<file path="src/pkg/desi_pkg.sv">
// constants and types for the dma event select and interrupt aggregation block
// How it works
// RQ1 - four controllers of four channels each, one event output per channel
// RQ2 - one completion pulse input per channel drives the flag logic
// RQ3 - twenty event sources, each channel selects independently
// RQ4 - each channel's event is chosen by a software event code field
// RQ5 - code 0000b gives the channel no event
// RQ6 - controllers 0..2: codes 1,2 route audio 0, audio 2, two-wire tx/rx
// RQ7 - controller 3: codes 1,2 route audio 1 tx/rx; 3..11 reserved
// RQ8 - controller 2: code 3 converter, codes 4,5 audio 3 tx/rx
// RQ9 - controller 0 codes 5..8 card 0/1 tx/rx; controller 1 codes 5,6 uart
// RQ10 - codes 12..14 route timers 0..2 for all; code 15 reserved
// RQ11 - flag and enable registers combine completions into one cpu interrupt
// RQ12 - two event select registers per controller at the mapped addresses
// RQ13 - channel codes in bits 3-0 and 11-8, other bits read zero
// RQ14 - flag bit 4n+m sets on completion, cleared by writing one
// RQ15 - enable bit gates each channel onto the interrupt, enables reset zero
// RQ16 - several channels may select one event at once, all receive it
// RQ17 - interrupt is or of each flag anded with its enable, held until cleared
package desi_pkg;
  localparam int NUM_CTRL = 4;
  localparam int NUM_CH = 4;
  localparam int NUM_SRC = 20;
  // register indices; byte address is four times the index
  localparam logic [15:0] IDX_SEL0_LO = 16'h1c1a;
  localparam logic [15:0] IDX_SEL0_HI = 16'h1c1b;
  localparam logic [15:0] IDX_SEL1_LO = 16'h1c1c;
  localparam logic [15:0] IDX_SEL1_HI = 16'h1c1d;
  localparam logic [15:0] IDX_FLAGS = 16'h1c30;
  localparam logic [15:0] IDX_ENABLES = 16'h1c31;
  localparam logic [15:0] IDX_SEL2_LO = 16'h1c36;
  localparam logic [15:0] IDX_SEL2_HI = 16'h1c37;
  localparam logic [15:0] IDX_SEL3_LO = 16'h1c38;
  localparam logic [15:0] IDX_SEL3_HI = 16'h1c39;
  localparam int CODE_LO_POS = 0;
  localparam int CODE_HI_POS = 8;
  localparam logic [3:0] CODE_RESET = 4'h0;
  localparam logic [15:0] IRQ_RESET = 16'h0000;
  localparam logic [1:0] RESP_OKAY = 2'b00;
  localparam logic [1:0] RESP_SLVERR = 2'b10;
  // event source indices on the evt_src_i vector
  localparam int SRC_AUD0_TX = 0;
  localparam int SRC_AUD0_RX = 1;
  localparam int SRC_AUD1_TX = 2;
  localparam int SRC_AUD1_RX = 3;
  localparam int SRC_AUD2_TX = 4;
  localparam int SRC_AUD2_RX = 5;
  localparam int SRC_AUD3_TX = 6;
  localparam int SRC_AUD3_RX = 7;
  localparam int SRC_TWI_TX = 8;
  localparam int SRC_TWI_RX = 9;
  localparam int SRC_UART_TX = 10;
  localparam int SRC_UART_RX = 11;
  localparam int SRC_CARD0_TX = 12;
  localparam int SRC_CARD0_RX = 13;
  localparam int SRC_CARD1_TX = 14;
  localparam int SRC_CARD1_RX = 15;
  localparam int SRC_CONV = 16;
  localparam int SRC_TMR0 = 17;
  localparam int SRC_TMR1 = 18;
  localparam int SRC_TMR2 = 19;
  typedef struct packed {
    logic [31:0] addr;
    logic valid;
  } desi_addr_t;
endpackage

</file>
<file path="src/rtl/desi_top.sv">
// event selection and completion interrupt aggregation for four dma units
`timescale 1ns/1ps
`default_nettype none
module desi_top
  import desi_pkg::*;
(
  // clock and reset
  input wire logic sys_clk_i,
  input wire logic rst_b_i,
  // axi4-lite write address and data
  input wire logic [31:0] s_awaddr_i,
  input wire logic s_awvalid_i,
  output logic s_awready_o,
  input wire logic [31:0] s_wdata_i,
  input wire logic [3:0] s_wstrb_i,
  input wire logic s_wvalid_i,
  output logic s_wready_o,
  output logic [1:0] s_bresp_o,
  output logic s_bvalid_o,
  input wire logic s_bready_i,
  // axi4-lite read
  input wire logic [31:0] s_araddr_i,
  input wire logic s_arvalid_i,
  output logic s_arready_o,
  output logic [31:0] s_rdata_o,
  output logic [1:0] s_rresp_o,
  output logic s_rvalid_o,
  input wire logic s_rready_i,
  // peripheral events and channel completions, same clock domain
  input wire logic [NUM_SRC-1:0] evt_src_i,
  input wire logic [NUM_CTRL*NUM_CH-1:0] channel_done_i,
  // per-channel sync events and cpu interrupt
  output logic [NUM_CTRL*NUM_CH-1:0] channel_event_o,
  output logic dma_irq_o
);

  localparam int NCH = NUM_CTRL * NUM_CH;

  // write channel capture: address and data may arrive in either order
  desi_addr_t aw_reg;
  logic [31:0] wd_reg;
  logic [3:0] ws_reg;
  logic wd_valid_reg;
  logic bvalid_reg;
  logic [1:0] bresp_reg;
  logic arvalid_reg;
  logic rvalid_reg;
  logic [31:0] rdata_reg;
  logic [1:0] rresp_reg;
  logic [31:0] ar_addr_reg;

  logic [3:0] code_reg [NCH];
  logic [15:0] dma_irq_flags_reg;
  logic [15:0] dma_irq_enables_reg;
  logic [NCH-1:0] channel_event_reg;

  wire aw_hs = s_awvalid_i && s_awready_o;
  wire w_hs = s_wvalid_i && s_wready_o;
  assign s_awready_o = !aw_reg.valid && !bvalid_reg;
  assign s_wready_o = !wd_valid_reg && !bvalid_reg;
  wire do_write = aw_reg.valid && wd_valid_reg && !bvalid_reg;
  // only the low halfword carries register bits
  wire lo_en = ws_reg[0];
  wire hi_en = ws_reg[1];
  wire [15:0] wr_idx = aw_reg.addr[17:2];
  wire wr_aligned = aw_reg.addr[1:0] == 2'b00 && aw_reg.addr[31:18] == '0;
  wire [15:0] rd_idx = ar_addr_reg[17:2];
  wire rd_aligned = ar_addr_reg[1:0] == 2'b00 && ar_addr_reg[31:18] == '0;

  // RQ12 register map decode
  // index to controller/half decode for the event select registers
  function automatic logic [3:0] sel_decode(input logic [15:0] idx);
    logic [3:0] r;
    r = 4'h0;
    case (idx)
      IDX_SEL0_LO: r = 4'b1_000;
      IDX_SEL0_HI: r = 4'b1_001;
      IDX_SEL1_LO: r = 4'b1_010;
      IDX_SEL1_HI: r = 4'b1_011;
      IDX_SEL2_LO: r = 4'b1_100;
      IDX_SEL2_HI: r = 4'b1_101;
      IDX_SEL3_LO: r = 4'b1_110;
      IDX_SEL3_HI: r = 4'b1_111;
      default: r = 4'h0;
    endcase
    return r;
  endfunction

  wire [3:0] wr_sel = sel_decode(wr_idx);
  wire [3:0] rd_sel = sel_decode(rd_idx);
  wire wr_flags = wr_aligned && wr_idx == IDX_FLAGS;
  wire wr_enables = wr_aligned && wr_idx == IDX_ENABLES;
  wire wr_sel_hit = wr_aligned && wr_sel[3];
  wire wr_hit = wr_flags || wr_enables || wr_sel_hit;
  wire rd_hit = rd_aligned && (rd_sel[3] || rd_idx == IDX_FLAGS ||
                               rd_idx == IDX_ENABLES);

  // base channel of the selected register: 4*ctrl + 2*half
  wire [3:0] wr_base = {wr_sel[2:1], wr_sel[0], 1'b0};
  wire [3:0] rd_base = {rd_sel[2:1], rd_sel[0], 1'b0};

  // RQ13 field packing; reserved bits read zero
  wire [15:0] sel_rdata = {4'h0, code_reg[rd_base + 4'd1], 4'h0,
                           code_reg[rd_base]};
  wire [15:0] rd_word = rd_sel[3] ? sel_rdata :
                        (rd_idx == IDX_FLAGS) ? dma_irq_flags_reg :
                        dma_irq_enables_reg;

  always_ff @(posedge sys_clk_i or negedge rst_b_i) begin
    if (!rst_b_i) begin
      aw_reg <= '0;
      wd_valid_reg <= 1'b0;
      wd_reg <= '0;
      ws_reg <= '0;
      bvalid_reg <= 1'b0;
      bresp_reg <= RESP_OKAY;
    end else begin
      if (aw_hs) begin
        aw_reg <= '{addr: s_awaddr_i, valid: 1'b1};
      end
      if (w_hs) begin
        wd_reg <= s_wdata_i;
        ws_reg <= s_wstrb_i;
        wd_valid_reg <= 1'b1;
      end
      if (do_write) begin
        aw_reg.valid <= 1'b0;
        wd_valid_reg <= 1'b0;
        bvalid_reg <= 1'b1;
        bresp_reg <= wr_hit ? RESP_OKAY : RESP_SLVERR;
      end else if (bvalid_reg && s_bready_i) begin
        bvalid_reg <= 1'b0;
      end
    end
  end

  assign s_bvalid_o = bvalid_reg;
  assign s_bresp_o = bresp_reg;

  // read path: one cycle from address accept to rvalid
  assign s_arready_o = !arvalid_reg && !rvalid_reg;
  always_ff @(posedge sys_clk_i or negedge rst_b_i) begin
    if (!rst_b_i) begin
      arvalid_reg <= 1'b0;
      ar_addr_reg <= '0;
      rvalid_reg <= 1'b0;
      rdata_reg <= '0;
      rresp_reg <= RESP_OKAY;
    end else begin
      if (s_arvalid_i && s_arready_o) begin
        arvalid_reg <= 1'b1;
        ar_addr_reg <= s_araddr_i;
      end else if (arvalid_reg) begin
        arvalid_reg <= 1'b0;
        rvalid_reg <= 1'b1;
        rdata_reg <= rd_hit ? {16'h0000, rd_word} : 32'h0000_0000;
        rresp_reg <= rd_hit ? RESP_OKAY : RESP_SLVERR;
      end else if (rvalid_reg && s_rready_i) begin
        rvalid_reg <= 1'b0;
      end
    end
  end

  assign s_rvalid_o = rvalid_reg;
  assign s_rdata_o = rdata_reg;
  assign s_rresp_o = rresp_reg;

  // per-channel code storage and event routing
  genvar g;
  generate
    for (g = 0; g < NCH; g++) begin : g_ch
      localparam int CTRL = g / NUM_CH;
      localparam logic [3:0] BASE = 4'((g / 2) * 2);
      localparam bit IS_HI_FIELD = (g % 2) == 1;
      wire lane_en = IS_HI_FIELD ? hi_en : lo_en;
      wire [3:0] wdata_code = IS_HI_FIELD ? wd_reg[CODE_HI_POS +: 4] :
                                            wd_reg[CODE_LO_POS +: 4];
      // RQ4 code write
      wire code_we = do_write && wr_sel_hit && wr_base == BASE && lane_en;
      wire [3:0] code = code_reg[g];
      logic sel_evt;

      always_ff @(posedge sys_clk_i or negedge rst_b_i) begin
        if (!rst_b_i) begin
          code_reg[g] <= CODE_RESET;
        end else if (code_we) begin
          code_reg[g] <= wdata_code;
        end
      end

      // RQ3 independent selector per channel, RQ16 sources fan out freely
      always_comb begin
        sel_evt = 1'b0;
        case (code)
          // RQ5 no event
          4'h0: sel_evt = 1'b0;
          // RQ6 RQ7 codes one and two
          4'h1: sel_evt = CTRL == 0 ? evt_src_i[SRC_AUD0_TX] :
                          CTRL == 1 ? evt_src_i[SRC_AUD2_TX] :
                          CTRL == 2 ? evt_src_i[SRC_TWI_TX] :
                                      evt_src_i[SRC_AUD1_TX];
          4'h2: sel_evt = CTRL == 0 ? evt_src_i[SRC_AUD0_RX] :
                          CTRL == 1 ? evt_src_i[SRC_AUD2_RX] :
                          CTRL == 2 ? evt_src_i[SRC_TWI_RX] :
                                      evt_src_i[SRC_AUD1_RX];
          // RQ8 converter and audio port 3
          4'h3: sel_evt = CTRL == 2 && evt_src_i[SRC_CONV];
          4'h4: sel_evt = CTRL == 2 && evt_src_i[SRC_AUD3_TX];
          // RQ9 card and uart, plus RQ8 audio 3 receive on code 5
          4'h5: sel_evt = CTRL == 0 ? evt_src_i[SRC_CARD0_TX] :
                          CTRL == 1 ? evt_src_i[SRC_UART_TX] :
                          CTRL == 2 ? evt_src_i[SRC_AUD3_RX] : 1'b0;
          4'h6: sel_evt = CTRL == 0 ? evt_src_i[SRC_CARD0_RX] :
                          CTRL == 1 ? evt_src_i[SRC_UART_RX] : 1'b0;
          4'h7: sel_evt = CTRL == 0 && evt_src_i[SRC_CARD1_TX];
          4'h8: sel_evt = CTRL == 0 && evt_src_i[SRC_CARD1_RX];
          // RQ10 timers for every controller
          4'hc: sel_evt = evt_src_i[SRC_TMR0];
          4'hd: sel_evt = evt_src_i[SRC_TMR1];
          4'he: sel_evt = evt_src_i[SRC_TMR2];
          default: sel_evt = 1'b0;
        endcase
      end

      // RQ1 registered event output per channel
      always_ff @(posedge sys_clk_i or negedge rst_b_i) begin
        if (!rst_b_i) begin
          channel_event_reg[g] <= 1'b0;
        end else begin
          channel_event_reg[g] <= sel_evt;
        end
      end
    end
  endgenerate

  assign channel_event_o = channel_event_reg;

  // RQ14 set wins over a simultaneous write-one clear
  wire [15:0] flag_clr = (do_write && wr_flags && lo_en && hi_en) ?
                         wd_reg[15:0] :
                         (do_write && wr_flags) ?
                         {hi_en ? wd_reg[15:8] : 8'h00,
                          lo_en ? wd_reg[7:0] : 8'h00} : 16'h0000;
  // RQ2 completions feed the flags
  wire [15:0] flags_next = (dma_irq_flags_reg & ~flag_clr) | channel_done_i;
  wire [15:0] enables_next = {hi_en ? wd_reg[15:8] : dma_irq_enables_reg[15:8],
                              lo_en ? wd_reg[7:0] : dma_irq_enables_reg[7:0]};

  // RQ11 RQ15 flag and enable registers, enables reset to zero
  always_ff @(posedge sys_clk_i or negedge rst_b_i) begin
    if (!rst_b_i) begin
      dma_irq_flags_reg <= IRQ_RESET;
      dma_irq_enables_reg <= IRQ_RESET;
    end else begin
      dma_irq_flags_reg <= flags_next;
      if (do_write && wr_enables) begin
        dma_irq_enables_reg <= enables_next;
      end
    end
  end

  // RQ17 level interrupt while any enabled flag is set
  assign dma_irq_o = |(dma_irq_flags_reg & dma_irq_enables_reg);

  // RQ14 completion sets flag
  a_flag_sets: assert property ( // RQ14
    @(posedge sys_clk_i) disable iff (!rst_b_i)
    channel_done_i[0] |=> dma_irq_flags_reg[0])
    else $error("completion did not set its flag");

  // RQ14 flag stays set
  a_flag_holds: assert property ( // RQ14
    @(posedge sys_clk_i) disable iff (!rst_b_i)
    dma_irq_flags_reg[3] && !(do_write && wr_flags && lo_en && wd_reg[3])
    |=> dma_irq_flags_reg[3])
    else $error("flag dropped without a clear");

  // RQ14 write one clears
  a_flag_clears: assert property ( // RQ14
    @(posedge sys_clk_i) disable iff (!rst_b_i)
    do_write && wr_flags && lo_en && wd_reg[6] && !channel_done_i[6]
    |=> !dma_irq_flags_reg[6])
    else $error("write of one did not clear the flag");

  // RQ14 set beats clear
  a_set_wins: assert property ( // RQ14
    @(posedge sys_clk_i) disable iff (!rst_b_i)
    do_write && wr_flags && channel_done_i[10] |=> dma_irq_flags_reg[10])
    else $error("clear in the same cycle lost a completion");

  // RQ17 enabled flag raises irq
  a_irq_gate: assert property ( // RQ17
    @(posedge sys_clk_i) disable iff (!rst_b_i)
    (dma_irq_flags_reg[5] && dma_irq_enables_reg[5]) |-> dma_irq_o)
    else $error("enabled flag did not raise the interrupt");

  // RQ15 masked irq low
  a_irq_masked: assert property ( // RQ15
    @(posedge sys_clk_i) disable iff (!rst_b_i)
    (dma_irq_enables_reg == 16'h0000) |-> !dma_irq_o)
    else $error("interrupt raised with all enables off");

  // RQ10 timer routing
  a_timer_route: assert property ( // RQ10
    @(posedge sys_clk_i) disable iff (!rst_b_i)
    (code_reg[9] == 4'hc && evt_src_i[SRC_TMR0]) |=> channel_event_o[9])
    else $error("timer 0 not routed");

  // RQ10 code fifteen reserved
  a_code15_resv: assert property ( // RQ10
    @(posedge sys_clk_i) disable iff (!rst_b_i)
    (code_reg[0] == 4'hf) |=> !channel_event_o[0])
    else $error("reserved code fifteen produced an event");

  // RQ5 code zero silent
  a_null_code: assert property ( // RQ5
    @(posedge sys_clk_i) disable iff (!rst_b_i)
    (code_reg[2] == 4'h0) |=> !channel_event_o[2])
    else $error("code zero produced an event");

  // RQ7 controller 3 reserved
  a_ctrl3_resv: assert property ( // RQ7
    @(posedge sys_clk_i) disable iff (!rst_b_i)
    (code_reg[12] == 4'h5) |=> !channel_event_o[12])
    else $error("reserved code on controller 3 produced an event");

  // RQ8 converter routing
  a_conv_route: assert property ( // RQ8
    @(posedge sys_clk_i) disable iff (!rst_b_i)
    (code_reg[8] == 4'h3 && evt_src_i[SRC_CONV]) |=> channel_event_o[8])
    else $error("converter event not routed");

  // RQ9 uart receive routing
  a_uart_route: assert property ( // RQ9
    @(posedge sys_clk_i) disable iff (!rst_b_i)
    (code_reg[4] == 4'h6)
    |=> channel_event_o[4] == $past(evt_src_i[SRC_UART_RX]))
    else $error("uart receive not routed");

  // RQ16 shared event fan-out
  a_shared_route: assert property ( // RQ16
    @(posedge sys_clk_i) disable iff (!rst_b_i)
    (code_reg[1] == 4'hc && code_reg[13] == 4'hc && evt_src_i[SRC_TMR0])
    |=> channel_event_o[1] && channel_event_o[13])
    else $error("shared event not delivered to both channels");

endmodule
`default_nettype wire

</file>
<file path="config.mk">
export PLATFORM = sky130hd
export DESIGN_NAME = desi_top
export DESIGN_NICKNAME = d
export VERILOG_FILES = /design/src/pkg/desi_pkg.sv /design/src/rtl/desi_top.sv
export SDC_FILE = /design/constraint.sdc
export NUM_CORES = 1
export LEC_CHECK = 0
export BUFFER_PORTS_ARGS = -buffer_cell sky130_fd_sc_hd__buf_2
export CORE_ASPECT_RATIO = 0.75
export CORE_MARGIN = 8
export CORE_UTILIZATION = 42
export CTS_CLUSTER_SIZE = 14
export DETAILED_ROUTE_END_ITERATION = 10
export MAX_ROUTING_LAYER = met4
export PLACE_DENSITY_LB_ADDON = 0.15
export SLEW_MARGIN = 0
export SYNTH_ARGS = -nofsm -noshare
export SYNTH_HDL_FRONTEND = slang
export SYNTH_SLANG_ARGS = --single-unit
</file>
<file path="constraint.sdc">
create_clock -name sys_clk_i -period 2.8 [get_ports sys_clk_i]
set_clock_uncertainty 0.1 [all_clocks]
set_input_delay 0.56 -clock sys_clk_i [delete_from_list [all_inputs] [get_ports sys_clk_i]]
set_output_delay 0.56 -clock sys_clk_i [all_outputs]
set_load 0.05 [all_outputs]
</file>
==> summary.md <==
| Metric | Value |
|---|---|
| Result of the run | `complete, no violations` |
| Setup crit start kind | `flip-flop` |
| Number of enable flip-flop cells after synthesis | `0` |
| Reg2Reg Capture Point | `g_ch[4].code[0]$_DFFE_PN0P_` |
| Count of buffering cells on the critical path with inverters included | `1` |
| Number of nets in the final layout | `~1200` |
| Final Wtd Congestion | `roughly 0.86` |
| Normalized max-slew margin | `58.0%` |
| Routed length on met3 | `~1700 µm` |
| Starting density of the core | `around 43%` |
| Total number of cells along the worst setup path | `4` |
| Number of DRC markers in iteration 0 | `around 470` |
| DRT met1 WL | `roughly 15000 µm` |
| Final Setup Violations | `0` |
| Summed negative setup slack over all endpoints | `0 ps` |
| Routed wire length on met2 | `12100 µm` |
| Placed cell count | `1374` |
| Remaining design rule violation count | `0` |
| Via count of the first global-routing pass | `about 8000` |
| Maximum fanout along the worst path | `3` |
| Number of antenna violations at the first check in global routing | `2` |
| Post-synthesis to final-layout area growth | `18.4%` |
| DIE AREA | `30700 µm²` |
| Crit path cell chain | `a22o_1, a221oi_1, nand4_1, buf_2` |
| Biggest cell delay along the critical path | `between 300 and 400 ps` |
| Crit end category | `output port` |
| Hold EP | `s_bvalid_o$_DFFE_PN0P_` |
| Largest register FFs | `64` |
| Ratio of cells with drive above 1 in the final layout | `40.2%` |
| Number of distinct library cell variants in the gate-level netlist after synthesis | `between 60 and 70` |
| Post-detailed-placement half-perimeter wirelength | `around 21000 µm` |
| Clock insertion delay at the later pin of the skew report | `~530 ps` |
| Achievable Freq | `384 MHz` |
| Kind of cell adding the most delay to the critical path | `compound AO/OA/AOI/OAI gates` |
| CP Data Arrival Time | `1950 ps` |
| Total global-route track usage | `between 10% and 20%` |
| Area used by multi-input combinational logic | `4840 µm²` |
| Clk buf depth | `3` |
| Vias | `7649` |
| Tightest Hold Check Type | `in2reg` |
| CTS H-Tree Depth | `1` |
| Total gr overflow | `0` |
| Number of iterations in the first detailed-routing pass | `6` |
| Path depth of the worst reg2reg path | `6` |
| Core Region | `approximately 25000 µm²` |
| MaxCap Viol Count | `0` |
| Chip height | `154 µm` |
| Average instance area after synthesis | `roughly 12 µm²` |
| Startpoint of the worst-slack reg-to-reg timing path | `aw_reg[27]$_DFFE_PN0P_` |
| Tcrit/Tclk final | `about 93%` |
| Total count of hold-check failures in the final report | `0` |
| Number of buffers added by the clock tree synthesis step | `23` |
| Sequential share of the synthesized area | `a little over 50%` |
| R2R Setup Slk | `220 ps` |
| Share of flip-flops with an asynchronous set or reset after synthesis | `100%` |
| Critical Path RT | `roughly 2100 ps` |
| Depth of the worst hold-timing path | `2` |
| Post-synthesis sequential element count | `~220` |
| IR Drop Worst-Case VDD | `about 760 µV` |
| Maximum number of pins on one net before global-route repair | `68` |
| Fill cell total of the finished layout | `between 2000 and 2500` |
| Clock root buffer | `clkbuf_16` |
| Worst Path Class, Setup | `reg2out` |
| Number of port buffers | `around 160` |
| Wire length of the first global-routing pass | `between 40000 and 50000 µm` |
| Most used flip-flop cell after synthesis | `dfrtp_1` |
| Post-synthesis cell area | `10600 µm²` |
| RSZ-0062 raised after global routing | `no` |
| Post-detailed-route wirelength per cell | `slightly above 20 µm` |
| Number of standard cells in the layout, taps in and fillers out | `1418` |
| Worst-margin pin slew | `630 ps` |
| Floorplan row count | `50` |
| Floorplan die width | `between 150 and 200 µm` |
| Cell count after synthesis | `892` |
| Core occupancy in the finished layout | `around half` |
| Time the worst path needs with I/O delays and setup | `2610 ps` |
| CTS clock-pin slew for the worst setup and hold paths | `~60 ps` |
| Resized Gates After CTS | `0` |
| Hold slack final | `104 ps` |
| Top-level I/O count | `201` |
| Area of all sequential standard cells | `between 5000 and 6000 µm²` |
| Wire length reported by the detailed router | `between 20000 and 30000 µm` |
| Post-detailed-route via-to-cell ratio | `~5.4` |
| Highest metal layer with signal wires | `met4` |
| Power density over the cells | `717 nW/µm²` |
| Critical hold path startpoint | `s_bready_i` |
| TritonCTS clock tree | `done` |
| Slowest cell on crit path | `dfrtp_1` |
| Synthesis warning total | `0` |
| Leakage power figure | `about 5.6 nW` |
| Antenna Violating Nets Remaining | `0` |
| Final slew viol count | `0` |
| Number of clock sinks | `217` |
[per-layer routing]
metal / global-route usage [%] / vias up
met2: 27.1 / 205
met4: 3.60 / 0
met1: 29.3 / 3813
met5: - / -
met3: 3.16 / 37
li1: - / 3594
[worst max path at each step]
| stage | from | endpoint | slack, ps |
|---|---|---|---|
| after global placement | ar_addr_reg[18]$_DFFE_PN0P_ | s_rdata_o[7]$_DFFE_PN0P_ | 250 |
| after floorplan | s_bvalid_o$_DFFE_PN0P_ | wd_reg[10]$_DFFE_PN0P_ | 3 |
| after detailed placement | aw_reg[27]$_DFFE_PN0P_ | g_ch[4].code[1]$_DFFE_PN0P_ | 200 |
| after CTS | dma_irq_enables_reg[12]$_DFFE_PN0P_ | dma_irq_o | 140 |
| final | dma_irq_enables_reg[12]$_DFFE_PN0P_ | dma_irq_o | 190 |
| after global routing | aw_reg[19]$_DFFE_PN0P_ | g_ch[4].code[0]$_DFFE_PN0P_ | 20 |
[final cells by class]
cell class	count	share of cell area (%)
Inverter	22	0.657
Antenna cell	2	0.0398
Clock buffer	30	4.95
Clock inverter	11	0.976
Tap cell	338	3.37
Multi-Input combinational cell	612	38.5
Sequential cell	217	43.2
Timing Repair Buffer	186	8.25
[placed cells by master, fill, tap and decap left out, types with 22 or more instances in the layout]
| cell | count |
|---|---|
| nand2_1 | 51 |
| inv_1 | 22 |
| o21ai_0 | 32 |
| o22ai_1 | 27 |
| nor2_1 | 43 |
| mux2_2 | 188 |
| mux2i_1 | 34 |
| nand3_1 | 25 |
| dfrtp_1 | 217 |
| clkbuf_16 | 23 |
| buf_2 | 163 |
[cells by family (layout without fill, tap and decap cells)]
family / after synthesis / in the layout / share of synthesized area [%]
other: 1 / 20 / 0.0353
and+or+nand+nor: 212 / 212 / 11.0
muxes: 224 / 224 / 23.6
xor gates and xnor gates: 3 / 3 / 0.248
DFF: 217 / 217 / 51.2
buffers and inverters: 80 / 249 / 3.82
AOI/OAI and AO/OA: 155 / 155 / 10.1
[stage by stage]
step	cell area (µm²)	total power [mW]	setup WS (ps)
after CTS	12600	9.12	144
after detailed placement	11800	6.02	203
final	12600	9.00	194
after floorplan	10700	5.43	3.04
after global placement	11800	5.98	246
after global routing	12600	9.49	16.3
[report_power, final]
part	internal [mW]	total, mW	switching, mW
registers	3.71	4.35	0.644
logic	0.838	1.60	0.759
clock network	1.76	3.06	1.29
total	6.31	9.00	2.70
[Yosys cell counts (all sizes together) (13+ instances only)]
master / n / area (µm²)
o22ai: 27 / 169
nand3: 26 / 135
a21oi: 18 / 90.1
nor3b: 13 / 97.6
mux2: 188 / 2120
nor2: 46 / 180
nand2: 51 / 191
o21ai: 33 / 165
a21o: 19 / 144
inv: 22 / 82.6
mux2i: 34 / 340
clkbuf: 26 / 97.6
nand2b: 15 / 93.8
buf: 32 / 225
dfrtp: 217 / 5430
[timing repair]
action                    4_1_cts  5_1_grt
hold endpoints to repair       61        0
hold buffers                    1        0
buffers inserted                0        0
Power figures use the tool's default switching activity.
